**src/hw/tsc_pkg.sv**
```systemverilog
// Constants for the timer section control block.
// Assumes a Wishbone slave with 32-bit data and byte addresses four times the index.
package tsc_pkg;

    // ------------------------------------------------------------
    // Register indices
    // ------------------------------------------------------------
    localparam logic [5:0] IDX_CTRL = 6'h0E;
    localparam logic [5:0] IDX_CFG = 6'h0F;
    localparam logic [5:0] IDX_RLD_HI = 6'h10;
    localparam logic [5:0] IDX_RLD_LO = 6'h11;
    localparam logic [5:0] IDX_CNT_HI = 6'h12;
    localparam logic [5:0] IDX_CNT_LO = 6'h13;
    localparam logic [5:0] IDX_IRQ_STAT = 6'h20;
    localparam logic [5:0] IDX_IRQ_CLR = 6'h21;
    localparam logic [5:0] IDX_IRQ_EN = 6'h22;

    // ------------------------------------------------------------
    // Field positions
    // ------------------------------------------------------------
    localparam int CTRL_FLAG_LSB = 4;
    localparam int CFG_HALT_RX_BIT = 7;
    localparam int CFG_MODE_LSB = 4;
    localparam int CFG_RESTART_BIT = 3;
    localparam int CFG_TICK_LSB = 0;
    localparam logic [7:0] CFG_MASK = 8'hBB;
    localparam int IRQ_UNDERFLOW = 0;
    localparam int IRQ_STOPPED = 1;
    localparam int IRQ_W = 2;

    // ------------------------------------------------------------
    // Modes and tick sources
    // ------------------------------------------------------------
    localparam logic [1:0] MODE_NONE = 2'h0;
    localparam logic [1:0] MODE_TX_END = 2'h1;
    localparam logic [1:0] MODE_LFO_NOUF = 2'h2;
    localparam logic [1:0] MODE_LFO_UF = 2'h3;
    localparam logic [1:0] TICK_FAST = 2'h0;
    localparam logic [1:0] TICK_SLOW = 2'h1;
    localparam logic [1:0] TICK_T2 = 2'h2;
    localparam logic [1:0] TICK_T1 = 2'h3;

    // ------------------------------------------------------------
    // Reset values
    // ------------------------------------------------------------
    localparam logic [7:0] RST_BYTE = 8'h00;
    localparam logic [15:0] RST_COUNT = 16'h0000;
    localparam logic [3:0] RST_FLAGS = 4'h0;
    localparam logic [1:0] RST_IRQ = 2'h0;

endpackage

```
**src/hw/tsc_top.sv**
```systemverilog
// Timer section control: shared start/stop register for three timers and timer zero.
// Assumes tick strobes and event pulses are one-cycle pulses on clk_i; the
// low-frequency oscillator input is asynchronous and is synchronised here.
//
// Implementation choice: the Wishbone register port.
`timescale 1ns/10ps
module tsc_top (
    // Clock and reset
    input wire logic clk_i,
    input wire logic rst_i,
    // Wishbone slave
    input wire logic wb_cyc_i,
    input wire logic wb_stb_i,
    input wire logic wb_we_i,
    input wire logic [7:0] wb_adr_i,
    input wire logic [3:0] wb_sel_i,
    input wire logic [31:0] wb_dat_i,
    output logic [31:0] wb_dat_o,
    output logic wb_ack_o,
    // Tick sources
    input wire logic tick_fast_i,
    input wire logic tick_slow_i,
    input wire logic timer1_underflow_i,
    input wire logic timer2_underflow_i,
    // Link events
    input wire logic tx_end_i,
    input wire logic rx_first_bits_i,
    input wire logic low_frequency_oscillator_i,
    // Other timers
    input wire logic [3:1] timer_ext_stop_i,
    output logic [3:0] timer_active_o,
    output logic timer0_underflow_o,
    // Interrupt
    output logic irq_o
);
    import tsc_pkg::*;

    // ------------------------------------------------------------
    // Wishbone access
    // ------------------------------------------------------------
    logic ack_r;
    logic [31:0] rdat_r;
    logic [7:0] rd_nxt;
    logic bus_req;
    logic wr_fire;
    logic [5:0] idx;
    logic [7:0] wdat;
    logic wr_ctrl;
    logic wr_cfg;
    logic wr_rld;

    assign bus_req = wb_cyc_i & wb_stb_i;
    assign idx = wb_adr_i[7:2];
    assign wdat = wb_dat_i[7:0];
    // A write takes effect on the edge at which the master samples ack.
    assign wr_fire = bus_req & ack_r & wb_we_i & wb_sel_i[0];
    assign wr_ctrl = wr_fire && (idx == IDX_CTRL);
    assign wr_cfg = wr_fire && (idx == IDX_CFG);
    assign wr_rld = wr_fire && ((idx == IDX_RLD_HI) || (idx == IDX_RLD_LO));

    always_ff @(posedge clk_i) begin
        if (rst_i) begin
            ack_r <= 1'b0;
        end else begin
            ack_r <= bus_req & ~ack_r;
        end
    end

    // ------------------------------------------------------------
    // Timer state
    // ------------------------------------------------------------
    logic [7:0] cfg_r;
    logic [7:0] rld_hi_r;
    logic [7:0] rld_lo_r;
    logic [15:0] count_r;
    logic [3:0] active_r;
    logic [IRQ_W-1:0] stat_r;
    logic [IRQ_W-1:0] en_r;
    logic irq_r;
    logic uf_r;
    logic [15:0] reload;
    logic [1:0] mode;
    logic lfo_mode;
    logic restart;

    assign reload = {rld_hi_r, rld_lo_r};
    assign mode = cfg_r[CFG_MODE_LSB +: 2];
    assign lfo_mode = mode[1];
    assign restart = cfg_r[CFG_RESTART_BIT];

    // Counter bytes are sampled live; during reception they may be mid-update.
    always_comb begin
        rd_nxt = RST_BYTE;
        case (idx)
            IDX_CTRL: rd_nxt = {active_r, 4'h0};
            IDX_CFG: rd_nxt = cfg_r & CFG_MASK;
            IDX_RLD_HI: rd_nxt = rld_hi_r;
            IDX_RLD_LO: rd_nxt = rld_lo_r;
            IDX_CNT_HI: rd_nxt = count_r[15:8];
            IDX_CNT_LO: rd_nxt = count_r[7:0];
            IDX_IRQ_STAT: rd_nxt = {6'h00, stat_r};
            IDX_IRQ_EN: rd_nxt = {6'h00, en_r};
            default: rd_nxt = RST_BYTE;
        endcase
    end

    always_ff @(posedge clk_i) begin
        if (rst_i) begin
            rdat_r <= 32'h0000_0000;
        end else if (bus_req & ~ack_r) begin
            rdat_r <= {24'h00_0000, rd_nxt};
        end
    end

    // ------------------------------------------------------------
    // Oscillator edge synchroniser
    // ------------------------------------------------------------
    logic lfo_meta_r;
    logic lfo_sync_r;
    logic lfo_prev_r;
    logic lfo_rise;

    always_ff @(posedge clk_i) begin
        if (rst_i) begin
            lfo_meta_r <= 1'b0;
            lfo_sync_r <= 1'b0;
            lfo_prev_r <= 1'b0;
        end else begin
            lfo_meta_r <= low_frequency_oscillator_i;
            lfo_sync_r <= lfo_meta_r;
            lfo_prev_r <= lfo_sync_r;
        end
    end

    assign lfo_rise = lfo_sync_r & ~lfo_prev_r;

    // ------------------------------------------------------------
    // Timer zero events
    // ------------------------------------------------------------
    logic sw_start0;
    logic sw_stop0;
    logic auto_start;
    logic lfo_start;
    logic lfo_stop;
    logic rx_halt;
    logic start0;
    logic tick_sel;
    logic tick0;
    logic at_zero;
    logic underflow;
    logic stop0;

    assign sw_start0 = wr_ctrl & wdat[0] & wdat[CTRL_FLAG_LSB];
    assign sw_stop0 = wr_ctrl & wdat[0] & ~wdat[CTRL_FLAG_LSB];
    assign auto_start = (mode == MODE_TX_END) & tx_end_i;
    // Each rising oscillator edge toggles the measurement.
    assign lfo_start = lfo_mode & lfo_rise & ~active_r[0];
    assign lfo_stop = lfo_mode & lfo_rise & active_r[0];
    assign rx_halt = cfg_r[CFG_HALT_RX_BIT] & ~lfo_mode & rx_first_bits_i;
    assign start0 = sw_start0 | auto_start | lfo_start;

    always_comb begin
        tick_sel = 1'b0;
        case (cfg_r[CFG_TICK_LSB +: 2])
            TICK_FAST: tick_sel = tick_fast_i;
            TICK_SLOW: tick_sel = tick_slow_i;
            TICK_T2: tick_sel = timer2_underflow_i;
            TICK_T1: tick_sel = timer1_underflow_i;
            default: tick_sel = 1'b0;
        endcase
    end

    assign tick0 = active_r[0] & tick_sel;
    assign at_zero = (count_r == RST_COUNT);
    // Trimming without underflow parks at zero until the closing edge.
    assign underflow = tick0 & at_zero & (mode != MODE_LFO_NOUF) & ~start0;
    assign stop0 = ~start0 & active_r[0]
        & (sw_stop0 | lfo_stop | rx_halt | (underflow & ~restart));

    // ------------------------------------------------------------
    // Configuration and reload registers
    // ------------------------------------------------------------
    always_ff @(posedge clk_i) begin
        if (rst_i) begin
            cfg_r <= RST_BYTE;
        end else if (wr_cfg) begin
            cfg_r <= wdat & CFG_MASK;
        end
    end

    // Reload bytes only feed the counter at a start or restart.
    always_ff @(posedge clk_i) begin
        if (rst_i) begin
            rld_hi_r <= RST_BYTE;
            rld_lo_r <= RST_BYTE;
        end else if (wr_rld) begin
            if (idx == IDX_RLD_HI) begin
                rld_hi_r <= wdat;
            end else begin
                rld_lo_r <= wdat;
            end
        end
    end

    // ------------------------------------------------------------
    // Timer zero counter
    // ------------------------------------------------------------
    always_ff @(posedge clk_i) begin
        if (rst_i) begin
            count_r <= RST_COUNT;
        end else if (start0) begin
            count_r <= reload;
        end else if (underflow & restart) begin
            count_r <= reload;
        end else if (tick0 & ~at_zero) begin
            count_r <= count_r - 16'h0001;
        end
    end

    // A start in the same cycle as any stop wins.
    always_ff @(posedge clk_i) begin
        if (rst_i) begin
            active_r[0] <= 1'b0;
        end else if (start0) begin
            active_r[0] <= 1'b1;
        end else if (stop0) begin
            active_r[0] <= 1'b0;
        end
    end

    // ------------------------------------------------------------
    // Running flags of timers one to three
    // ------------------------------------------------------------
    genvar gi;
    generate
        for (gi = 1; gi < 4; gi = gi + 1) begin : g_flag
            logic set_w;
            logic clr_w;
            assign set_w = wr_ctrl & wdat[gi] & wdat[gi + CTRL_FLAG_LSB];
            assign clr_w = (wr_ctrl & wdat[gi] & ~wdat[gi + CTRL_FLAG_LSB])
                | timer_ext_stop_i[gi];
            always_ff @(posedge clk_i) begin
                if (rst_i) begin
                    active_r[gi] <= 1'b0;
                end else if (set_w) begin
                    active_r[gi] <= 1'b1;
                end else if (clr_w) begin
                    active_r[gi] <= 1'b0;
                end
            end
        end
    endgenerate

    // ------------------------------------------------------------
    // Interrupt status
    // ------------------------------------------------------------
    logic [IRQ_W-1:0] ev;
    logic [IRQ_W-1:0] clr_mask;

    assign ev = {stop0, underflow};
    assign clr_mask = (wr_fire && (idx == IDX_IRQ_CLR)) ? wdat[IRQ_W-1:0] : RST_IRQ;

    // A new event in the clearing cycle stays set.
    always_ff @(posedge clk_i) begin
        if (rst_i) begin
            stat_r <= RST_IRQ;
        end else begin
            stat_r <= (stat_r & ~clr_mask) | ev;
        end
    end

    always_ff @(posedge clk_i) begin
        if (rst_i) begin
            en_r <= RST_IRQ;
        end else if (wr_fire && (idx == IDX_IRQ_EN)) begin
            en_r <= wdat[IRQ_W-1:0];
        end
    end

    always_ff @(posedge clk_i) begin
        if (rst_i) begin
            irq_r <= 1'b0;
            uf_r <= 1'b0;
        end else begin
            irq_r <= |(stat_r & en_r);
            uf_r <= underflow;
        end
    end

    // ------------------------------------------------------------
    // Outputs
    // ------------------------------------------------------------
    assign wb_ack_o = ack_r;
    assign wb_dat_o = rdat_r;
    assign timer_active_o = active_r;
    assign timer0_underflow_o = uf_r;
    assign irq_o = irq_r;
endmodule

```
**config.mk**
```make
export PLATFORM = sky130hd
export DESIGN_NAME = tsc_top
export DESIGN_NICKNAME = d
export VERILOG_FILES = /design/src/hw/tsc_pkg.sv /design/src/hw/tsc_top.sv
export SDC_FILE = /design/constraint.sdc
export NUM_CORES = 1
export LEC_CHECK = 0
export ABC_AREA = 1
export BUFFER_PORTS_ARGS = -buffer_cell sky130_fd_sc_hd__buf_2
export CAP_MARGIN = 0
export CORE_MARGIN = 1
export CORE_UTILIZATION = 25
export CTS_CLUSTER_DIAMETER = 100
export DETAILED_ROUTE_END_ITERATION = 6
export PLACE_DENSITY = 0.5
export RECOVER_POWER = 100
export SYNTH_ARGS = -nofsm -noshare
export SYNTH_HDL_FRONTEND = slang
export SYNTH_SLANG_ARGS = --single-unit
```
**constraint.sdc**
```tcl
create_clock -name clk_i -period 1.9 [get_ports clk_i]
set_input_delay 0.19 -clock clk_i [delete_from_list [all_inputs] [get_ports clk_i]]
set_output_delay 0.19 -clock clk_i [all_outputs]
set_load 0.02 [all_outputs]
```
==> summary.txt, run 1 <==
Timing
  • Fin. Hold Viols: 0
  • Min Tclk post-route: 1.77 ns
  • Final setup TNS: 0 ns
  • RSZ-0062 raised after global routing: yes
  • # setup viols final: 0
  • Slew Limit Fails: 0
  • Slew margin rel.: 62.6%
  • Maximum clock rate: 564 MHz
  • Slew @ Worst Pin: 0.561 ns
  • Final worst-path cycle share: 93.3%
  • Worst Skew: 0.00921 ns

Clock network
  • Max clock buf depth: 2
  • CTS tree: built
  • Worst skew pair latency: 0.33 ns
  • H-tree levels: 3
  • Clock transition at path regs: 0.05 ns
  • Hold Buf Count CTS: 0
  • Sink Count: 60
  • Root buffer cell: clkbuf_16
  • CTS Buf Count: 9

Yosys
  • Asr flop ratio synth: 0%
  • Synth cell types: 32
  • Top-area cell type share of the netlist area: 34.4%
  • Top FF cell, synth: dfxtp_1
  • FF+latch count, synth: 60
  • Synth Area in Compound Gates: 15.5%
  • Synth area leader: dfxtp_1
  • Post-synth EDFFs: 0
  • Adder-cell share of the synthesized area: 0.716%
  • Post-synthesis mux area share: 0%
  • Mapped Area: 3490 sq um
  • YS warnings: 0
  • Register area share after synthesis: 34.4%
  • Post-Synth XOR/XNOR Area: 2.26%
  • Post-Syn Area per Cell: 6.52 sq um
  • Post-Synthesis Cells: 536
  • Main area contributors after synthesis: dfxtp_1, nand2_1, nor2_1
  • Largest family of logic cells by synthesized area: simple AND/OR/NAND/NOR gates
  • Simple-Gate Fraction of Synth Area: 31.9%

Worst setup path
  • Crit-path cells: nor2_2, nand3_1, nor2_2, nand3_2, nor2_4, nand2_4, buf_4, nand3_1, nand2_1, nor2_1, nor2_1
  • Max FO, Critical Path: 8
  • CP max-delay cell: dfxtp_1
  • Crit end category: register
  • Critical Path AT: 1.98 ns
  • CP peak stage delay: 0.39 ns
  • Critical path required time: 2.10 ns
  • Worst setup SP type: register
  • WS Path Type: register to register

Placement
  • Placer Congestion: 0.823
  • Port Buffers: 44
  • Placed insts: 760
  • Dpl cell area: 3910 sq um
  • Detailed Place HPWL: 7.94 mm

Detailed routing
  • DRT antenna net count: 0
  • Vias per Instance: 4.57
  • DR vias: 3553
  • Residual DRC count: 0
  • Routed Wire Length: 10.5 mm
  • DRT iter0 DRCs: 171
  • TritonRoute pass-1 iters: 4
  • Detailed-route wire length per cell: 13.5 um

Floorplan
  • Die ar.: 14500 sq um
  • Starting Density: 26.0%
  • Core Footprint: 13500 sq um
  • Die width: 120 um
  • Num ports: 98
  • # rows: 42
  • Die Y: 120 um

Hold path
  • Hold WC Path Type: input pin to register

Finish
  • Share of cells above drive strength 1: 14.8%
  • Non-filler instance count after layout: 778
  • Commonest non-fill, non-tap cells in the layout: nand2_1, nor2_1, inv_1
  • Most common cell after layout, fill and taps aside: nand2_1
  • Layout area overhead: 21.3%
  • Design area: 4240 sq um
  • Antenna fix cells: 0
  • Final-stage net count: 658

Flow run
  • Max-cap violations: 0

Global route
  • Largest net degree at the start of global routing: 38
  • Global-route usage over all layers: 15.2%
  • First-pass GRT wire length: 17.1 mm
  • Vias in the first global route: 3406
  • Initial antenna violation count: 0
  • Global route overflow: 0

Pwr
  • Cell Pwr Density: 736 nW/um^2
  • Peak supply drop: 0.394 mV
  • Leak Pwr: 0.00192 uW

Status
  • Status: completed
## final timing paths
| kind | start | depth (start not counted) | slack, ns | end |
|---|---|---|---|---|
| setup / recovery | count_r[5] | 11 | 0.13 | count_r[7] |
| hold / removal | low_frequency_oscillator_i | 3 | 0.06 | lfo_meta_r |
| setup reg to reg | count_r[5] | 11 | 0.13 | count_r[7] |
| hold reg to reg | lfo_meta_r | 2 | 0.41 | lfo_sync_r |
## kinds of logic after synthesis
| group | Yosys count |
|---|---|
| compound gates | 96 |
| xor+xnor | 9 |
| fa+ha+maj | 2 |
| buf+inv | 109 |
| flops | 60 |
| other cells | 1 |
| simple gates | 259 |
## synth_stat cells, types with 3 or more instances
cell and instances:
nand2_1 111, nor2_2 7, o22ai_1 8, nand4_1 17, inv_1 68, dfxtp_1 60, a22oi_1 6, nand3_1 30
nor2_1 83, buf_4 24, a21oi_1 35, o21ai_0 35, a211oi_1 6, clkbuf_1 6, buf_1 3, o21ai_2 4
buf_2 5, xor2_1 9
## layout make-up
class | instances | area (sq um)
Timing Repair Buffer | 67 | 362
Tap cell | 176 | 220
Multi-Input combinational cell | 390 | 1880
Clock inverter | 6 | 71.3
Inverter | 69 | 259
Clock buffer | 10 | 239
Fill cell | 1517 | 9220
Sequential cell | 60 | 1200
## flip-flops by register name (all words and copies together), names as in the netlist, 2 cells and up
signal and count:
rld_hi_r 8, cfg_r 6, en_r 2, count_r 16
wb_dat_o 8, timer_active_o 4, rld_lo_r 8, stat_r 2
## power breakdown
part / internal, uW / switching (uW)
Combinational: 35.9 / 115
Sequential: 1260 / 1.72
Clock: 1060 / 644
Total: 2360 / 760
## worst max-delay path: cells and delay by family (launching register included)
kind,cells,cell delay (ns)
flops,1,0.39
buf+inv,1,0.19
simple gates,10,1.07
## through the flow
step / total power [uW] / util (%) / setup slack [ns] / hold slack, ns
finish: 3120 / 31.5 / 0.127 / 0.0634
global route: 3210 / 31.5 / -0.000865 / 0.0901
CTS: 3150 / 31.4 / 0.0552 / 0.0628
detailed placement: 1440 / 29.1 / 0.0690 / 0.407
global placement: 1440 / 29.1 / 0.0918 / 0.398
floorplan: 1420 / - / 0.268 / 0.297
## repair_timing
action                     4_1_cts  5_1_grt
setup endpoints to repair        0       16
setup buffers                    0        2
resized for setup                0        9
## metal layers
metal	vias up	wire [um]	GRT usage, %
li1	1803	-	-
met1	1622	4810	19.5
met2	112	4870	25.3
met3	16	535	2.92
met4	0	261	5.63
met5	-	0	0
Note: power is estimated with default switching activity, not from simulation.
==> run 2, diff against run 1 <==
CELL_PAD_IN_SITES_DETAIL_PLACEMENT = 1   (was not set)
CELL_PAD_IN_SITES_GLOBAL_PLACEMENT = 1   (was not set)
PLACE_DENSITY = 0.65   (was 0.5)
==> summary.txt, run 2 (synthesized netlist as in run 1, its figures left out) <==
Status
  • Status: completed

Detailed routing
  • DR vias: 3760 (+5.8%)
  • Detailed-route wire length per cell: 15.6 um (+16%)
  • DRT iter0 DRCs: 106 (-38%)
  • Residual DRC count: 0 (unchanged)
  • Vias per Instance: 4.75 (+4.0%)
  • TritonRoute pass-1 iters: 4 (unchanged)
  • Routed Wire Length: 12.3 mm (+18%)
  • DRT antenna net count: 0 (unchanged)

Worst setup path
  • Top delay family on crit path: buffers and inverters
  • CP max-delay cell: dfxtp_2
  • Critical Path AT: 2.04 ns (+0.06 ns)
  • CP Buf/Inv Count: 4 (+3)
  • WS Path Type: register to register
  • CP peak stage delay: 0.33 ns (-0.06 ns)
  • Crit end category: register
  • Worst setup SP type: register
  • Critical path required time: 2.13 ns (+0.03 ns)
  • Crit-path cells: nand3_1, nor2_1, buf_4, nand4_1, nand2_2, clkinvlp_4, clkbuf_2, nand4_1, nand3_1, nand2_1, inv_1
  • Max FO, Critical Path: 8 (unchanged)

Clock network
  • Root buffer cell: clkbuf_16
  • CTS tree: built
  • Sink Count: 60 (unchanged)
  • H-tree levels: 3 (unchanged)
  • Worst skew pair latency: 0.34 ns (about the same)
  • CTS Buf Count: 9 (unchanged)
  • Clock transition at path regs: 0.06 ns (about the same)
  • Max clock buf depth: 2 (unchanged)

Finish
  • Final core utilization: 32.7% (+1.2 points)
  • Commonest non-fill, non-tap cells in the layout: nand2_1, nor2_1, inv_1
  • Area of the multi-input gates: 1900 sq um (+0.66%)
  • FF+latch area: 1200 sq um (+0.10%)
  • Share of cells above drive strength 1: 18.5% (+3.7 points)
  • Antenna fix cells: 0 (unchanged)
  • Most common cell after layout, fill and taps aside: nand2_1
  • Largest Register: count_r
  • Layout area overhead: 25.7%
  • Fillers: 1773 (+17%)
  • Final-stage net count: 672 (+2.1%)
  • Max FFs per register: 16 (unchanged)

Floorplan
  • Core Footprint: 13500 sq um (unchanged)
  • Die width: 120 um (unchanged)
  • Starting Density: 26.0% (unchanged)
  • Num ports: 98 (unchanged)
  • Die ar.: 14500 sq um (unchanged)
  • # rows: 42 (unchanged)
  • Die Y: 120 um (unchanged)

Global route
  • Vias in the first global route: 3705 (+8.8%)
  • Initial antenna violation count: 0 (unchanged)
  • Largest net degree at the start of global routing: 38 (unchanged)
  • Global-route usage over all layers: 17.3% (+2.0 points)
  • Global route overflow: 0 (unchanged)
  • First-pass GRT wire length: 19.1 mm (+12%)

Pwr
  • Leak Pwr: 0.00204 uW (+6.5%)
  • Peak supply drop: 0.392 mV (-0.44%)
  • Cell Pwr Density: 688 nW/um^2 (-6.4%)
  • Overall Power: 3020 uW (-3.0%)

Timing
  • # setup viols final: 0 (unchanged)
  • Worst Skew: 0.00734 ns (-0.00187 ns)
  • Min Tclk post-route: 1.80 ns (+0.0303 ns)
  • Maximum clock rate: 555 MHz (-1.7%)
  • Fin. Hold Viols: 0 (unchanged)
  • Slew Limit Fails: 0 (unchanged)
  • Final worst-path cycle share: 94.9% (+1.6 points)

Hold path
  • Hold WC Path Type: input pin to register

Placement
  • Port Buffers: 44 (unchanged)
  • Detailed Place HPWL: 9.21 mm (+16%)
  • Placer Congestion: 0.859 (+4.4%)

Flow run
  • Max-cap violations: 0 (unchanged)
run 2: cell types whose count changed in the layout (fill, tap and decap cells not counted), moves of 2 or more:
| cell | before | now |
|---|---|---|
| clkbuf_8 | 1 | 3 |
| clkbuf_1 | 17 | 11 |
| buf_4 | 18 | 32 |
| inv_1 | 67 | 65 |
| clkinv_4 | 2 | 0 |
| buf_2 | 30 | 34 |
run 2: area by class of cell:
cell class	instances	area share, %
well taps	176	5.01
inverters	69	5.98
repair buffers	81	11.8
flip-flops and latches	60	27.4
multi-input cells	390	43.2
clock buffers	13	6.15
clock inverters	3	0.456
run 2: worst reg2reg max path, cell delays in order (launching register included):
cell and delay [ns]:
dfxtp_2 0.33, nand3_1 0.06, nor2_1 0.09, buf_4 0.14
nand4_1 0.12, nand2_2 0.13, clkinvlp_4 0.23, clkbuf_2 0.27
nand4_1 0.14, nand3_1 0.08, nand2_1 0.06, inv_1 0.04
run 2: timing repair:
action,CTS,global route
setup buffers,0,6
gates resized for setup,0,20
endpoints found under the setup margin,0,15
hold buffers,0,0
run 2: path summary, 6_finish.rpt:
check | end | cells past startpoint | start | slack, ns
worst max-delay path | count_r[5] | 11 | wb_ack_o | 0.1
worst min-delay path | lfo_meta_r | 3 | low_frequency_oscillator_i | 0.07
worst max register to register | count_r[5] | 11 | wb_ack_o | 0.1
worst min register to register | lfo_sync_r | 2 | lfo_meta_r | 0.40
run 2: per-stage QoR:
stage	worst slack (ns)	instance area [sq um]	hold slack [ns]	TNS, ns	instances
after floorplan	0.268	3580	0.297	0	559
after global placement	0.131	3970	0.398	0	768
after detailed placement	0.0565	3970	0.398	0	768
after CTS	0.0350	4260	0.0716	0	784
after global routing	-0.0281	4390	0.0893	-0.0314	792
final	0.0970	4390	0.0702	0	792
run 2: per-layer routing:
metal / vias to the layer above / wire, um / part of all wire (%) / track usage, %
met2: 104 / 6160 / 50 / 29.5
li1: 1835 / - / - / -
met5: - / 0 / 0 / 0
met1: 1795 / 5260 / 43 / 21.5
met4: 0 / 299 / 2.4 / 7.10
met3: 26 / 615 / 5.0 / 2.83
run 2: power breakdown:
group / total [uW] / internal (uW) / switching [uW]
Clock: 1600 / 987 / 614
Sequential: 1260 / 1260 / 1.61
Combinational: 158 / 39.3 / 119
